**src/rtl/ips_pkg.sv**
```systemverilog
// Shared constants and types for the phase control sequencer.
package ips_pkg;

    // Clock period of the single design clock.
    localparam int CLK_PERIOD_NS = 25;

    // Delay-line tap delays and the width of each tap pulse.
    localparam int TAP0_NS = 0;
    localparam int TAP50_NS = 50;
    localparam int TAP80_NS = 80;
    localparam int TAP100_NS = 100;
    localparam int TAP180_NS = 180;
    localparam int TAP300_NS = 300;
    localparam int PULSE_NS = 80;

    // Cycle counts: a tap is a least delay, so it rounds up.
    localparam int TAP0_CYC = (TAP0_NS + CLK_PERIOD_NS - 1) / CLK_PERIOD_NS;
    localparam int TAP50_CYC = (TAP50_NS + CLK_PERIOD_NS - 1) / CLK_PERIOD_NS;
    localparam int TAP80_CYC = (TAP80_NS + CLK_PERIOD_NS - 1) / CLK_PERIOD_NS;
    localparam int TAP100_CYC = (TAP100_NS + CLK_PERIOD_NS - 1) / CLK_PERIOD_NS;
    localparam int TAP180_CYC = (TAP180_NS + CLK_PERIOD_NS - 1) / CLK_PERIOD_NS;
    localparam int TAP300_CYC = (TAP300_NS + CLK_PERIOD_NS - 1) / CLK_PERIOD_NS;
    localparam int PULSE_CYC = (PULSE_NS + CLK_PERIOD_NS - 1) / CLK_PERIOD_NS;
    localparam int SEQ_DONE_CYC = TAP300_CYC + PULSE_CYC;
    localparam int CNT_W = 5;

    // Tap indices within the tap vector.
    localparam int TAP_COUNT = 6;
    localparam int TI_0 = 0;
    localparam int TI_50 = 1;
    localparam int TI_80 = 2;
    localparam int TI_100 = 3;
    localparam int TI_180 = 4;
    localparam int TI_300 = 5;

    // Order register and data line layout.
    localparam int DATA_W = 8;
    localparam int ORDER_W = 5;
    localparam int ORDER_LSB = 3;

    // Positions of the single-bit pins in the synchronised pin vector.
    localparam int IN_FS = 0;
    localparam int IN_TIO = 1;
    localparam int IN_TDV = 2;
    localparam int IN_SIO = 3;
    localparam int IN_HIO = 4;
    localparam int IN_AIO = 5;
    localparam int IN_ASC = 6;
    localparam int IN_ADDR = 7;
    localparam int IN_INTP = 8;
    localparam int IN_DVT = 9;
    localparam int IN_REQUEST_STROBE_ACK = 10;
    localparam int IN_ES = 11;
    localparam int IN_UNE = 12;
    localparam int IN_CCH = 13;
    localparam int IN_ORDIN = 14;
    localparam int IN_ONLINE = 15;
    localparam int IN_HRST = 16;
    localparam int IN_BITS = 17;

    // Reset values of the control state.
    localparam logic LATCH_RST = 1'b1;
    localparam logic FLAG_RST = 1'b0;

    // Sequencer phases, one at a time.
    typedef enum logic [2:0] {
        PH_INIT, PH_WAIT, PH_LATE, PH_RACK, PH_RSTB, PH_TERM
    } ips_phase_type;

endpackage

```
**src/rtl/ips_sync.sv**
```systemverilog
// Two-flop synchroniser for a vector of independent level pins.
module ips_sync #(
    parameter int W = 1
) (
    input wire logic clk,
    input wire logic rst_n,
    input wire logic [W-1:0] din,
    output logic [W-1:0] dout
);

    logic [W-1:0] meta_q;
    logic [W-1:0] sync_q;

    // Only the second stage is visible; the first may be metastable.
    always_ff @(posedge clk or negedge rst_n) begin
        if (!rst_n) begin
            meta_q <= '0;
            sync_q <= '0;
        end else begin
            meta_q <= din;
            sync_q <= meta_q;
        end
    end

    assign dout = sync_q;

endmodule

```
**src/rtl/ips_tap_timer.sv**
```systemverilog
// Cycle-counter model of the self-timed delay line and its taps.
module ips_tap_timer (
    input wire logic clk,
    input wire logic rst_n,
    input wire logic start,
    output logic [ips_pkg::TAP_COUNT-1:0] taps,
    output logic phaseClk,
    output logic running
);

    localparam int TAP_CYC [ips_pkg::TAP_COUNT] = '{ips_pkg::TAP0_CYC,
        ips_pkg::TAP50_CYC, ips_pkg::TAP80_CYC, ips_pkg::TAP100_CYC,
        ips_pkg::TAP180_CYC, ips_pkg::TAP300_CYC};

    logic [ips_pkg::CNT_W-1:0] cnt_q;
    logic [ips_pkg::CNT_W-1:0] cnt_d;
    logic run_q;
    logic run_d;

    // The counter stands for the delay line: count zero is the start.
    always_comb begin
        cnt_d = cnt_q;
        run_d = run_q;
        if (start) begin
            cnt_d = '0;
            run_d = 1'b1;
        end else if (run_q) begin
            cnt_d = cnt_q + ips_pkg::CNT_W'(1);
            if (cnt_q == ips_pkg::CNT_W'(ips_pkg::SEQ_DONE_CYC - 1)) begin
                run_d = 1'b0;
            end
        end
    end

    always_ff @(posedge clk or negedge rst_n) begin
        if (!rst_n) begin
            cnt_q <= '0;
            run_q <= ips_pkg::FLAG_RST;
        end else begin
            cnt_q <= cnt_d;
            run_q <= run_d;
        end
    end

    // Each tap is a pulse one pulse-width long at its fixed delay.
    for (genvar i = 0; i < ips_pkg::TAP_COUNT; i++) begin : g_tap
        assign taps[i] = run_q && (cnt_q >= ips_pkg::CNT_W'(TAP_CYC[i]))
            && (cnt_q < ips_pkg::CNT_W'(TAP_CYC[i] + ips_pkg::PULSE_CYC));
    end

    // Phase clock marks the falling edge of the 100 ns tap.
    assign phaseClk = run_q
        && (cnt_q == ips_pkg::CNT_W'(ips_pkg::TAP100_CYC + ips_pkg::PULSE_CYC));
    assign running = run_q;

    property p_tap100_after_start;
        @(posedge clk) disable iff (!rst_n)
        start |=> ##4 (taps[3] && !taps[5]) ##4 phaseClk;
    endproperty
    a_tap100_after_start: assert property (p_tap100_after_start)
        else $error("Tap 100 or its falling edge came at the wrong cycle.");

endmodule

```
**src/rtl/ips_phase_sequencer.sv**
```systemverilog
// Phase control sequencer answering processor commands and service cycles.
// What this block does
// - Cycle latch sets on final tap so cycle-continue stays asserted online.
// - A new delay cycle starts when the delay line is idle and cycle-continue and the current phase's start gate hold.
// - Cycle latch clears at the 50 ns tap; start pulse lasts 80 ns.
// - Taps give 80 ns pulses at 0, 50, 80, 100, 180 and 300 ns.
// - Phases change only on the falling edge of the 100 ns tap or on host reset.
// - Busy clear forces request-ack, request-strobe and terminate phases off.
// - Host reset returns to the initial phase and clears busy.
// - Reset gives the initial phase; exactly one phase is active.
// - Initial phase starts on strobe with addressed command or interrupt acknowledge.
// - Operational flag clears at the 80 ns tap of the initial phase.
// - Initial moves to strobe-wait, which restarts the delay line once the current run ends.
// - Strobe-wait loads operational flag from device test line for test, test-device, halt and start commands.
// - Strobe-late drives responses and restarts when the function strobe drops.
// - Without service connect, strobe-late returns to the initial phase.
// - Busy sets at 80 ns in strobe-late for an acceptable start command.
// - Busy in the initial phase directly sets the service call flag.
// - Busy clears only in terminate-order of an order-in cycle, or host reset.
// - Strobe with addressed service call acknowledge starts the order-out cycle.
// - Service connect sets as strobe falls; request-ack then raises request strobe.
// - Service connect clears on end service as request strobe falls.
// - Request acknowledge drops strobe, restarts and stores the order code.
// - Request-strobe phase raises strobe again once acknowledge is removed.
// - Request-strobe leads to terminate-order, then back to the initial phase.
module ips_phase_sequencer (
    input wire logic clk,
    input wire logic arst_n,
    input wire logic functionStrobeIn,
    input wire logic testIoCommand,
    input wire logic testDeviceCommand,
    input wire logic startIoCommand,
    input wire logic haltIoCommand,
    input wire logic acknowledgeInterruptCommand,
    input wire logic serviceCallAcknowledge,
    input wire logic controllerAddressed,
    input wire logic interruptPendingFlag,
    input wire logic deviceTestLine,
    input wire logic requestStrobeAck,
    input wire logic endService,
    input wire logic unusualEnd,
    input wire logic commandChain,
    input wire logic orderInCycle,
    input wire logic onlineMode,
    input wire logic hostReset,
    input wire logic [ips_pkg::DATA_W-1:0] dataLines,
    output logic phaseInitialN,
    output logic phaseStrobeWait,
    output logic phaseStrobeLate,
    output logic phaseRequestAck,
    output logic phaseRequestStrobe,
    output logic phaseTerminateOrder,
    output logic controllerBusyFlag,
    output logic deviceOperationalFlag,
    output logic serviceCallFlag,
    output logic serviceConnectFlag,
    output logic requestStrobeOut,
    output logic functionResponseEn,
    output logic [1:0] condCode,
    output logic [ips_pkg::ORDER_W-1:0] orderCode
);

    logic [1:0] rstPipe_q;
    logic rst_n;
    logic [ips_pkg::IN_BITS-1:0] pinRaw;
    logic [ips_pkg::IN_BITS-1:0] pinS;
    logic [ips_pkg::DATA_W-1:0] dataS;
    logic fs, ttCmd, ascCmd, aioOk, request_strobe_ack, endSvc, hostRst;
    logic [ips_pkg::TAP_COUNT-1:0] taps;
    logic phaseClk, running, tap80Start, tap80Prev_q;
    logic cycleContinue, startGate, startNow, fsPrev_q, fsFall;
    ips_pkg::ips_phase_type state_q, state_d;
    logic cycleLatch_q, cycleLatch_d;
    logic cmdTt_q, cmdTt_d, cmdSio_q, cmdSio_d, cmdAsc_q, cmdAsc_d;
    logic busy_q, busy_d, device_operational_flag_q, device_operational_flag_d, scall_q, scall_d;
    logic fsc_q, fsc_d, rsd_q, rsd_d, respEn_q, respEn_d;
    logic [1:0] cc_q, cc_d;
    logic [ips_pkg::ORDER_W-1:0] order_q, order_d;
    logic [5:0] phaseVec_q, phaseVec_d;
    logic initN_q;

    // The reset pin is released through two flops so all flops leave reset together.
    always_ff @(posedge clk or negedge arst_n) begin
        if (!arst_n) begin
            rstPipe_q <= 2'h0;
        end else begin
            rstPipe_q <= {rstPipe_q[0], 1'b1};
        end
    end
    assign rst_n = rstPipe_q[1];

    // Every processor line is asynchronous to clk and is synchronised first.
    assign pinRaw = {hostReset, onlineMode, orderInCycle, commandChain, unusualEnd,
        endService, requestStrobeAck, deviceTestLine, interruptPendingFlag,
        controllerAddressed, serviceCallAcknowledge, acknowledgeInterruptCommand,
        haltIoCommand, startIoCommand, testDeviceCommand, testIoCommand,
        functionStrobeIn};

    ips_sync #(.W(ips_pkg::IN_BITS)) u_pin_sync (
        .clk(clk),
        .rst_n(rst_n),
        .din(pinRaw),
        .dout(pinS)
    );

    // Data lines only matter while the processor holds them with its acknowledge.
    ips_sync #(.W(ips_pkg::DATA_W)) u_data_sync (
        .clk(clk),
        .rst_n(rst_n),
        .din(dataLines),
        .dout(dataS)
    );

    ips_tap_timer u_timer (
        .clk(clk),
        .rst_n(rst_n),
        .start(startNow),
        .taps(taps),
        .phaseClk(phaseClk),
        .running(running)
    );

    // Decoded command and handshake conditions.
    assign fs = pinS[ips_pkg::IN_FS];
    assign ttCmd = pinS[ips_pkg::IN_ADDR] && (pinS[ips_pkg::IN_TIO]
        || pinS[ips_pkg::IN_TDV] || pinS[ips_pkg::IN_SIO] || pinS[ips_pkg::IN_HIO]);
    assign ascCmd = pinS[ips_pkg::IN_ADDR] && pinS[ips_pkg::IN_ASC];
    assign aioOk = pinS[ips_pkg::IN_AIO] && pinS[ips_pkg::IN_INTP];
    assign request_strobe_ack = pinS[ips_pkg::IN_REQUEST_STROBE_ACK];
    assign endSvc = pinS[ips_pkg::IN_ES];
    assign hostRst = pinS[ips_pkg::IN_HRST];
    assign fsFall = fsPrev_q && !fs;
    assign tap80Start = taps[ips_pkg::TI_80] && !tap80Prev_q;

    // Cycle-continue gates every start; the latch blocks restarts mid-cycle.
    assign cycleContinue = cycleLatch_q && pinS[ips_pkg::IN_ONLINE];

    // One start gate per phase; the phase picks which gate can fire.
    always_comb begin
        case (state_q)
            ips_pkg::PH_INIT: startGate = fs && (ttCmd || aioOk || ascCmd);
            ips_pkg::PH_WAIT: startGate = 1'b1;
            ips_pkg::PH_LATE: startGate = !fs;
            ips_pkg::PH_RACK: startGate = request_strobe_ack;
            ips_pkg::PH_RSTB: startGate = !request_strobe_ack;
            ips_pkg::PH_TERM: startGate = request_strobe_ack || endSvc;
            default: startGate = 1'b0;
        endcase
    end
    assign startNow = cycleContinue && startGate && !running;

    // Cycle latch: set by the final tap, cleared by the 50 ns tap.
    always_comb begin
        cycleLatch_d = cycleLatch_q;
        if (taps[ips_pkg::TI_50]) begin
            cycleLatch_d = 1'b0;
        end else if (taps[ips_pkg::TI_300]) begin
            cycleLatch_d = 1'b1;
        end
    end

    // Phase sequence; forced returns to the initial phase override the step.
    always_comb begin
        state_d = state_q;
        if (phaseClk) begin
            case (state_q)
                ips_pkg::PH_INIT: state_d = ips_pkg::PH_WAIT;
                ips_pkg::PH_WAIT: state_d = ips_pkg::PH_LATE;
                ips_pkg::PH_LATE: state_d = fsc_q ? ips_pkg::PH_RACK : ips_pkg::PH_INIT;
                ips_pkg::PH_RACK: state_d = ips_pkg::PH_RSTB;
                ips_pkg::PH_RSTB: state_d = ips_pkg::PH_TERM;
                ips_pkg::PH_TERM: state_d = ips_pkg::PH_INIT;
                default: state_d = ips_pkg::PH_INIT;
            endcase
        end
        if (!busy_q && (state_d == ips_pkg::PH_RACK || state_d == ips_pkg::PH_RSTB
            || state_d == ips_pkg::PH_TERM)) begin
            state_d = ips_pkg::PH_INIT;
        end
        if (hostRst) begin
            state_d = ips_pkg::PH_INIT;
        end
        phaseVec_d = 6'h00;
        phaseVec_d[state_d] = 1'b1;
    end

    // Command kind is captured when the initial phase starts, since the
    // processor may change the indicator lines once the strobe falls.
    always_comb begin
        cmdTt_d = cmdTt_q;
        cmdSio_d = cmdSio_q;
        cmdAsc_d = cmdAsc_q;
        if (startNow && state_q == ips_pkg::PH_INIT) begin
            cmdTt_d = ttCmd;
            cmdSio_d = ttCmd && pinS[ips_pkg::IN_SIO];
            cmdAsc_d = ascCmd;
        end
    end

    // Operational flag: cleared then resampled from the selection unit.
    always_comb begin
        device_operational_flag_d = device_operational_flag_q;
        if (tap80Start && state_q == ips_pkg::PH_INIT) begin
            device_operational_flag_d = 1'b0;
        end else if (tap80Start && state_q == ips_pkg::PH_WAIT && cmdTt_q) begin
            device_operational_flag_d = pinS[ips_pkg::IN_DVT];
        end
    end

    // Busy: accepted start sets it; only an order-in terminate or host reset clears.
    always_comb begin
        busy_d = busy_q;
        if (state_q == ips_pkg::PH_TERM && phaseClk && pinS[ips_pkg::IN_ORDIN]
            && (!pinS[ips_pkg::IN_CCH] || endSvc || pinS[ips_pkg::IN_UNE])) begin
            busy_d = 1'b0;
        end
        if (state_q == ips_pkg::PH_LATE && tap80Start && cmdSio_q && !busy_q
            && !pinS[ips_pkg::IN_INTP] && device_operational_flag_q) begin
            busy_d = 1'b1;
        end
        if (hostRst) begin
            busy_d = 1'b0;
        end
    end

    // Service call flag is direct set while busy waits in the initial phase.
    always_comb begin
        scall_d = scall_q;
        if (startNow && state_q == ips_pkg::PH_INIT && ascCmd) begin
            scall_d = 1'b0;
        end
        if (busy_q && state_q == ips_pkg::PH_INIT && cycleContinue && !scall_q
            && !pinS[ips_pkg::IN_UNE] && !hostRst) begin
            scall_d = 1'b1;
        end
    end

    // Service connect and request strobe form the order-out handshake.
    always_comb begin
        fsc_d = fsc_q;
        rsd_d = rsd_q;
        if (fsc_q && endSvc && rsd_q && request_strobe_ack) begin
            fsc_d = 1'b0;
        end
        if (state_q == ips_pkg::PH_LATE && cmdAsc_q && fsFall) begin
            fsc_d = 1'b1;
        end
        if (hostRst) begin
            fsc_d = 1'b0;
        end
        if (!fsc_q || request_strobe_ack) begin
            rsd_d = 1'b0;
        end else if (phaseClk && state_q == ips_pkg::PH_LATE) begin
            rsd_d = 1'b1;
        end else if (startNow && state_q == ips_pkg::PH_RSTB) begin
            rsd_d = 1'b1;
        end
    end

    // Order register loads as the acknowledge restarts the request-ack phase.
    always_comb begin
        order_d = order_q;
        if (startNow && state_q == ips_pkg::PH_RACK) begin
            order_d = dataS[ips_pkg::ORDER_LSB +: ips_pkg::ORDER_W];
        end
    end

    // Response enable and condition code only stand during strobe-late.
    // An accepted start keeps its code after it sets busy; an older busy refuses it.
    always_comb begin
        respEn_d = (state_d == ips_pkg::PH_LATE);
        cc_d = 2'h0;
        if (respEn_d) begin
            cc_d[1] = device_operational_flag_q && cmdSio_q && !pinS[ips_pkg::IN_INTP]
                && (!busy_q || cc_q[1]);
            cc_d[0] = device_operational_flag_q;
        end
    end

    // All sequencer state registers.
    always_ff @(posedge clk or negedge rst_n) begin
        if (!rst_n) begin
            state_q <= ips_pkg::PH_INIT;
            phaseVec_q <= 6'h01;
            initN_q <= ips_pkg::FLAG_RST;
            cycleLatch_q <= ips_pkg::LATCH_RST;
            cmdTt_q <= ips_pkg::FLAG_RST;
            cmdSio_q <= ips_pkg::FLAG_RST;
            cmdAsc_q <= ips_pkg::FLAG_RST;
            device_operational_flag_q <= ips_pkg::FLAG_RST;
            busy_q <= ips_pkg::FLAG_RST;
            scall_q <= ips_pkg::FLAG_RST;
            fsc_q <= ips_pkg::FLAG_RST;
            rsd_q <= ips_pkg::FLAG_RST;
            respEn_q <= ips_pkg::FLAG_RST;
            cc_q <= 2'h0;
            order_q <= '0;
            fsPrev_q <= ips_pkg::FLAG_RST;
            tap80Prev_q <= ips_pkg::FLAG_RST;
        end else begin
            state_q <= state_d;
            phaseVec_q <= phaseVec_d;
            initN_q <= !phaseVec_d[0];
            cycleLatch_q <= cycleLatch_d;
            cmdTt_q <= cmdTt_d;
            cmdSio_q <= cmdSio_d;
            cmdAsc_q <= cmdAsc_d;
            device_operational_flag_q <= device_operational_flag_d;
            busy_q <= busy_d;
            scall_q <= scall_d;
            fsc_q <= fsc_d;
            rsd_q <= rsd_d;
            respEn_q <= respEn_d;
            cc_q <= cc_d;
            order_q <= order_d;
            fsPrev_q <= fs;
            tap80Prev_q <= taps[ips_pkg::TI_80];
        end
    end

    // Outputs straight from flops.
    assign phaseInitialN = initN_q; // Own flop, so the active-low pin has no gate.
    assign phaseStrobeWait = phaseVec_q[1];
    assign phaseStrobeLate = phaseVec_q[2];
    assign phaseRequestAck = phaseVec_q[3];
    assign phaseRequestStrobe = phaseVec_q[4];
    assign phaseTerminateOrder = phaseVec_q[5];
    assign controllerBusyFlag = busy_q;
    assign deviceOperationalFlag = device_operational_flag_q;
    assign serviceCallFlag = scall_q;
    assign serviceConnectFlag = fsc_q;
    assign requestStrobeOut = rsd_q;
    assign functionResponseEn = respEn_q;
    assign condCode = cc_q;
    assign orderCode = order_q;

    property p_latch_set;
        @(posedge clk) disable iff (!rst_n)
        (taps[5] && !taps[1]) |=> cycleLatch_q;
    endproperty
    a_latch_set: assert property (p_latch_set)
        else $error("Cycle latch not set by the final tap.");

    property p_latch_clear;
        @(posedge clk) disable iff (!rst_n)
        $rose(taps[1]) |=> !cycleLatch_q [*4];
    endproperty
    a_latch_clear: assert property (p_latch_clear)
        else $error("Cycle latch not held clear from the 50 ns tap.");

    property p_one_phase;
        @(posedge clk) disable iff (!rst_n)
        $onehot(phaseVec_q);
    endproperty
    a_one_phase: assert property (p_one_phase)
        else $error("More or fewer than one phase active.");

    property p_phase_stable;
        @(posedge clk) disable iff (!rst_n)
        (!phaseClk && !hostRst) |=> $stable(state_q);
    endproperty
    a_phase_stable: assert property (p_phase_stable)
        else $error("Phase changed away from the 100 ns tap falling edge.");

    property p_busy_hold;
        @(posedge clk) disable iff (!rst_n)
        !busy_q |=> (phaseVec_q[5:3] == 3'h0);
    endproperty
    a_busy_hold: assert property (p_busy_hold)
        else $error("Order phase active while busy is clear.");

    property p_wait_restart;
        @(posedge clk) disable iff (!rst_n)
        ($rose(phaseVec_q[1]) && pinS[ips_pkg::IN_ONLINE] && !hostRst)
            |-> ##[1:12] startNow;
    endproperty
    a_wait_restart: assert property (p_wait_restart)
        else $error("Strobe-wait did not restart the delay line in time.");

    property p_busy_set;
        @(posedge clk) disable iff (!rst_n)
        $rose(busy_q) |-> ($past(state_q) == ips_pkg::PH_LATE && $past(cmdSio_q)
            && $past(device_operational_flag_q));
    endproperty
    a_busy_set: assert property (p_busy_set)
        else $error("Busy set outside an accepted start in strobe-late.");

    property p_busy_clear;
        @(posedge clk) disable iff (!rst_n)
        $fell(busy_q) |-> ($past(hostRst)
            || ($past(state_q) == ips_pkg::PH_TERM && $past(phaseClk)));
    endproperty
    a_busy_clear: assert property (p_busy_clear)
        else $error("Busy cleared outside terminate-order or host reset.");

    property p_ack_drops_strobe;
        @(posedge clk) disable iff (!rst_n)
        request_strobe_ack |=> !rsd_q;
    endproperty
    a_ack_drops_strobe: assert property (p_ack_drops_strobe)
        else $error("Request strobe stayed up under acknowledge.");

    property p_fsc_hold;
        @(posedge clk) disable iff (!rst_n)
        $fell(fsc_q) |-> ($past(hostRst)
            || ($past(endSvc) && $past(request_strobe_ack) && $past(rsd_q)));
    endproperty
    a_fsc_hold: assert property (p_fsc_hold)
        else $error("Service connect cleared without end service.");

    property p_order_load;
        @(posedge clk) disable iff (!rst_n)
        (startNow && state_q == ips_pkg::PH_RACK)
            |=> (order_q == $past(dataS[7:3]));
    endproperty
    a_order_load: assert property (p_order_load)
        else $error("Order code not stored from the data lines.");

endmodule

```
**config.mk**
```make
export PLATFORM = sky130hd
export DESIGN_NAME = ips_phase_sequencer
export DESIGN_NICKNAME = d
export VERILOG_FILES = /design/src/rtl/ips_pkg.sv /design/src/rtl/ips_sync.sv /design/src/rtl/ips_tap_timer.sv /design/src/rtl/ips_phase_sequencer.sv
export SDC_FILE = /design/constraint.sdc
export NUM_CORES = 1
export LEC_CHECK = 0
export BUFFER_PORTS_ARGS = -buffer_cell sky130_fd_sc_hd__buf_2
export CAP_MARGIN = 0
export CORE_ASPECT_RATIO = 1.5
export CORE_MARGIN = 2
export CORE_UTILIZATION = 50
export CTS_CLUSTER_SIZE = 40
export DETAILED_ROUTE_END_ITERATION = 6
export MAX_ROUTING_LAYER = met4
export PLACE_DENSITY = 0.74
export SETUP_SLACK_MARGIN = 0.5
export SLEW_MARGIN = 20
export SYNTH_ARGS = -nofsm -noshare
export SYNTH_HDL_FRONTEND = slang
export SYNTH_HIERARCHICAL = 1
export SYNTH_SLANG_ARGS = --single-unit
```
**constraint.sdc**
```tcl
create_clock -name clk -period 2.7 [get_ports clk]
set_input_delay 0.27 -clock clk [delete_from_list [all_inputs] [get_ports clk]]
set_output_delay 0.27 -clock clk [all_outputs]
set_load 0.05 [all_outputs]
```
==> flow_metrics.tcl, run 1 <==
set metrics [dict create \
    status "finished, final reports clean" \
    tns_ns 0 \
    vdd_drop_max_uv 629 \
    min_from "dataLines[3]" \
    hold_depth 1 \
    grt_max_degree 42 \
    hold_viol_final 0 \
    insertion_delay_ns 0.35 \
    final_layout_size_suffix_gt1_share_pct 28.4 \
    place_area_sq_mm 0.00325 \
    fillers 447 \
    dp_hpwl_mm 3.49 \
    power_leakage_nw 1.68 \
    fin_crit_sh_pct 75.5 \
    r2r-start "state_q[1]" \
    synth_nets 251 \
    mostFrequentLayoutCells "dfrtp_1 (77), buf_2 (42), nor2_1 (21)" \
    rows 34 \
    cts_htree_levels 3 \
    r2r_cells 5 \
    nNetsFinal 310 \
    ys_warn_count 6 \
    grt_first_pass_wirelength_mm 8.18 \
    rsz0062_at_grt "no" \
    max_freq_ghz 0.491 \
    wl_mm 5.11 \
    vias 1862 \
    place.gp.congestion 0.870 \
    min_path_type "primary input to register" \
    drt_iter0_markers 112 \
    max-slew-margin-rel_pct 41.1 \
    die_width_um 66.5 \
    design.core.area_sq_mm 0.00574 \
    area_growth_pct 22.1 \
    grt_pass1_vias 1800 \
    grt_util_all_layers_pct 17.8 \
    clockBufferDepth 2 \
    drv_cap 0 \
    start_util_pct 51.0 \
    skew_ns 0.00957 \
    finalMaxSlewViolations 0 \
    crit_type "register to register" \
    worstReg2RegEnd "u_timer/cnt_q[3]" \
    diodes 0 \
    final_common_cell "dfrtp_1" \
    whs_ns 0.0192 \
    die_h_um 97.8 \
    syn_avg_cell_area_sq_um 13.3 \
    crit_required_ns 2.94 \
    cp-start-kind "register" \
    antenna_found_initial 0 \
    cp-end-kind "register" \
    die_area_sq_mm 0.00650 \
    routedWlPerCell_um 14.3 \
    power_density_mw_per_mm2 653 \
    cts.clk_slew.worst_paths_ns 0.08 \
    setup_violations 0 \
    cts_buffers 9 \
    vias_per_cell 5.22 \
    ioPinCount 46 \
    postRouteAntennaNets 0 \
    cts_tree "yes" \
    rrSetupSlack_ns 0.66 \
    synth.cell_area_sq_mm 0.00293 \
    firstDrtPassIters 5 \
    cts_root_buffer "clkbuf_8" \
    post-route-min-period_ns 2.04 \
    io_buffers 42 \
    overflow 0 \
    syn_inst 221 \
    worstPathArrival_ns 2.28 \
    drcViolationCount 0 \
    min_to "u_data_sync/meta_q[3]" \
    path_max_fanout 15 \
    cts_sinks 80 \
    tightest_slew_ns 0.884 \
    final_cell_area_sq_mm 0.00358 \
]
-- worst max path at each step --
stage / from / end / slack [ns] / depth (start not counted)
2_1_floorplan: state_q[2] / u_timer/cnt_q[3] / 0.75 / 5
3_3_place_gp: u_timer/running / u_timer/cnt_q[3] / 0.56 / 6
3_5_place_dp: u_timer/running / u_timer/cnt_q[3] / 0.51 / 6
4_1_cts: u_timer/running / condCode[1] / 0.62 / 7
5_1_grt: state_q[1] / u_timer/cnt_q[3] / 0.57 / 5
6_report: state_q[1] / u_timer/cnt_q[3] / 0.66 / 5
-- state kept, by name, summed over array words and instances (netlist names), 2 cells and up --
register	cells
condCode	2
orderCode	5
phaseVec_q	5
rstPipe_q	2
state_q	3
u_data_sync/dout	5
u_data_sync/meta_q	5
u_pin_sync/dout	17
u_pin_sync/meta_q	17
u_timer/cnt_q	5
-- layout make-up --
| cell class | count | area, sq um | area share, % |
|---|---|---|---|
| Tap cell | 72 | 90.1 | 2.52 |
| Clock inverter | 6 | 115 | 3.22 |
| Sequential cell | 80 | 2010 | 56.0 |
| Inverter | 10 | 37.5 | 1.05 |
| Clock buffer | 10 | 128 | 3.57 |
| Multi-Input combinational cell | 125 | 873 | 24.4 |
| Timing Repair Buffer | 54 | 330 | 9.23 |
-- critical path: stages, from the launching register on --
cell       delay [ns]
dfrtp_1          0.56
or3_4            0.47
a2111oi_4        0.29
o21bai_2         0.26
nor2b_1          0.08
mux2_4           0.26
-- routing by layer --
metal	part of all wire, %	vias up	GRT usage, %
met5	0	-	-
met4	5.0	0	13.2
met3	5.3	22	4.61
met2	50	70	26.9
met1	39	893	19.7
li1	-	877	-
-- metrics by stage --
step / instances / setup WS (ns) / utilization (%) / power, mW
2_1_floorplan: 221 / 0.750 / - / 1.29
3_3_place_gp: 334 / 0.559 / 56.6 / 1.32
3_5_place_dp: 334 / 0.512 / 56.6 / 1.32
4_1_cts: 351 / 0.623 / 61.1 / 2.36
5_1_grt: 357 / 0.569 / 62.3 / 2.44
6_report: 357 / 0.662 / 62.3 / 2.34
-- power by group --
group	internal (mW)	switching [mW]	total, mW	leakage, nW
sequential	1.23	0.0265	1.26	1.00
clock	0.620	0.414	1.03	0.117
combinational	0.0244	0.0209	0.0453	0.556
total	1.88	0.461	2.34	1.68
-- timing repair --
| action | 4_1_cts | 5_1_grt |
|---|---|---|
| hold buffers | 1 | 6 |
| setup buffers | 0 | 0 |
| gates resized for setup | 1 | 2 |
| hold endpoints to repair | 2 | 6 |
| endpoints found under the setup margin | 1 | 10 |
(Power assumes the default switching activity.)
==> run 2, diff against run 1 <==
- clock period: 2.7 -> 1.65 ns (I/O delays scaled with it)
==> run 2 against run 1 <==
The run now ends with negative setup slack left. Sequential power rose by 63%. Clock power rose by 34%. Wire length grew 41%. Die area is the same. Fmax rose by 17%. Clock-buffer cell count is the same. Clock skew is 0.0013 ns higher. First-iteration DRC count up 79%. Non-clock buffer count is 61 higher. Sequential share of layout area fell by 11 points. Combinational power grew to 2.8 times the previous value. Critical path depth did not move. Largest cell class unchanged.
==> flow_metrics.tcl, run 2 (same netlist as run 1, synthesis figures left out) <==
set metrics [dict create \
    violations "negative setup slack" \
    insertion_delay_ns 0.35 \
    cts_sinks 80 \
    crit_required_ns 1.88 \
    internal_power_mw 2.79 \
    final_cell_area_sq_mm 0.00447 \
    crit_type "register to register" \
    diodes 0 \
    rsz0062_at_grt "yes" \
    area_growth_pct 52.5 \
    grt_util_all_layers_pct 24.0 \
    rrSetupSlack_ns -0.09 \
    whs_ns 0.141 \
    routedWlPerCell_um 17.2 \
    worstPathArrival_ns 1.97 \
    r2r-start "cycleLatch_q" \
    power_density_mw_per_mm2 798 \
    place.gp.congestion 0.882 \
    cts_tree "yes" \
    min_path_type "primary input to async pin" \
    io_buffers 42 \
    worstReg2RegEnd "u_timer/cnt_q[3]" \
    setup_violations 7 \
    wl_mm 7.19 \
    max_freq_ghz 0.574 \
    postRouteAntennaNets 0 \
    power_leakage_nw 2.03 \
    r2r_cells 5 \
    final_common_cell "dfrtp_1" \
    setup_ws_ns -0.0920 \
    skew_ns 0.0108 \
    antenna_found_initial 0 \
    drv_cap 0 \
    ioPinCount 46 \
    post-route-min-period_ns 1.74 \
    start_util_pct 51.0 \
    finalMaxSlewViolations 0 \
    nNetsFinal 371 \
    final_layout_size_suffix_gt1_share_pct 47.7 \
    drt_iter0_markers 200 \
    die_area_sq_mm 0.00650 \
    cp-start-kind "register" \
    path_max_fanout 4 \
    grt_pass1_vias 2369 \
    tns_ns -0.352 \
    endpoint "u_timer/cnt_q[3]" \
    die_width_um 66.5 \
    hold_viol_final 0 \
    vias 2216 \
    cts_root_buffer "clkbuf_8" \
    seqPwrFrac_pct 57.6 \
    dp_hpwl_mm 3.98 \
    die_h_um 97.8 \
    cts.clk_slew.worst_paths_ns 0.07 \
    vdd_drop_max_uv 700 \
    finalPower_mw 3.57 \
    design.core.area_sq_mm 0.00574 \
    overflow 0 \
    pwr-share-comb_pct 3.6 \
    power.share.switching_pct 22.0 \
    grt_max_degree 35 \
    drcViolationCount 0 \
    clockBufferDepth 2 \
    rows 34 \
    cp-end-kind "register" \
    mostFrequentLayoutCells "dfrtp_1 (77), buf_4 (34), buf_2 (30)" \
    dp.cells 357 \
    fin_crit_sh_pct 106 \
    place_area_sq_mm 0.00348 \
    cts_htree_levels 3 \
    power_frac_clock_pct 38.8 \
    p_switching_uw 784 \
    finalNonFillerCells 418 \
    cp-startpoint "cycleLatch_q" \
    status "finished, violations left" \
    vias_per_cell 5.30 \
    cts_buffers 9 \
    firstDrtPassIters 4 \
    grt_first_pass_wirelength_mm 11.2 \
]
run 2: cell types whose count changed in the layout (fill, tap and decap cells not counted), moves of 4 or more:
cell / delta
buf_4: +30
buf_6: +20
dlygate4sd3_1: +16
buf_2: -12
a21oi_1: -8
nor2_1: -6
a21oi_2: +5
mux2_2: -5
mux2_4: +5
nand2b_1: -4
nand2b_4: +4
nor2_4: +4
run 2: how the worst min path moves through the flow:
| stage | start | end |
|---|---|---|
| 3_5_place_dp | arst_n | rstPipe_q[1] |
| 2_1_floorplan | arst_n | rstPipe_q[0] |
| 4_1_cts | arst_n | rstPipe_q[1] |
| 5_1_grt | arst_n | rstPipe_q[1] |
| 6_report | arst_n | rstPipe_q[1] |
| 3_3_place_gp | arst_n | rstPipe_q[0] |
run 2: power by group through the flow:
stage	combinational (mW)	sequential, mW	clock (mW)
3_5_place_dp	0.0817	2.10	0
6_report	0.128	2.06	1.38
5_1_grt	0.141	2.07	1.52
4_1_cts	0.127	2.06	1.41
2_1_floorplan	0.0126	2.10	0
3_3_place_gp	0.0790	2.09	0
run 2: area by class of cell:
class / count / area, sq um
clock buffer: 10 / 128
clock inverter: 6 / 61.3
fill: 337 / 1270
inverter: 10 / 37.5
multi-input combinational: 125 / 1170
sequential: 80 / 2010
tap: 72 / 90.1
timing repair buffer: 115 / 981
run 2: timing repair:
item / CTS / global route
endpoints found under the hold margin: 24 / 0
setup endpoints to repair: 39 / 43
gates resized for setup: 67 / 30
pin swaps: 14 / 9
hold buffers: 23 / 0
buffers inserted: 13 / 9
run 2: layer usage:
layer  part of all wire (%)  wire, um  global-route usage (%)
met1                     37      2690                    28.9
met2                     55      3950                    38.5
met3                    3.9       284                    4.95
met4                    3.7       263                    10.8
met5                      0         0                       -
run 2: per-stage QoR:
step / utilization, % / setup slack [ns]
5_1_grt: 77.9 / -0.203
3_5_place_dp: 60.7 / -0.0590
3_3_place_gp: 60.7 / -0.0373
6_report: 77.9 / -0.0920
2_1_floorplan: - / -0.205
4_1_cts: 74.5 / -0.0451
run 2: critical path, cell delays in order, from the launching register on:
cell and delay (ns):
dfstp_2 0.54, nand3b_1 0.18, a2111oi_4 0.39, o21bai_4 0.20, nor2_1 0.06, mux2_4 0.26
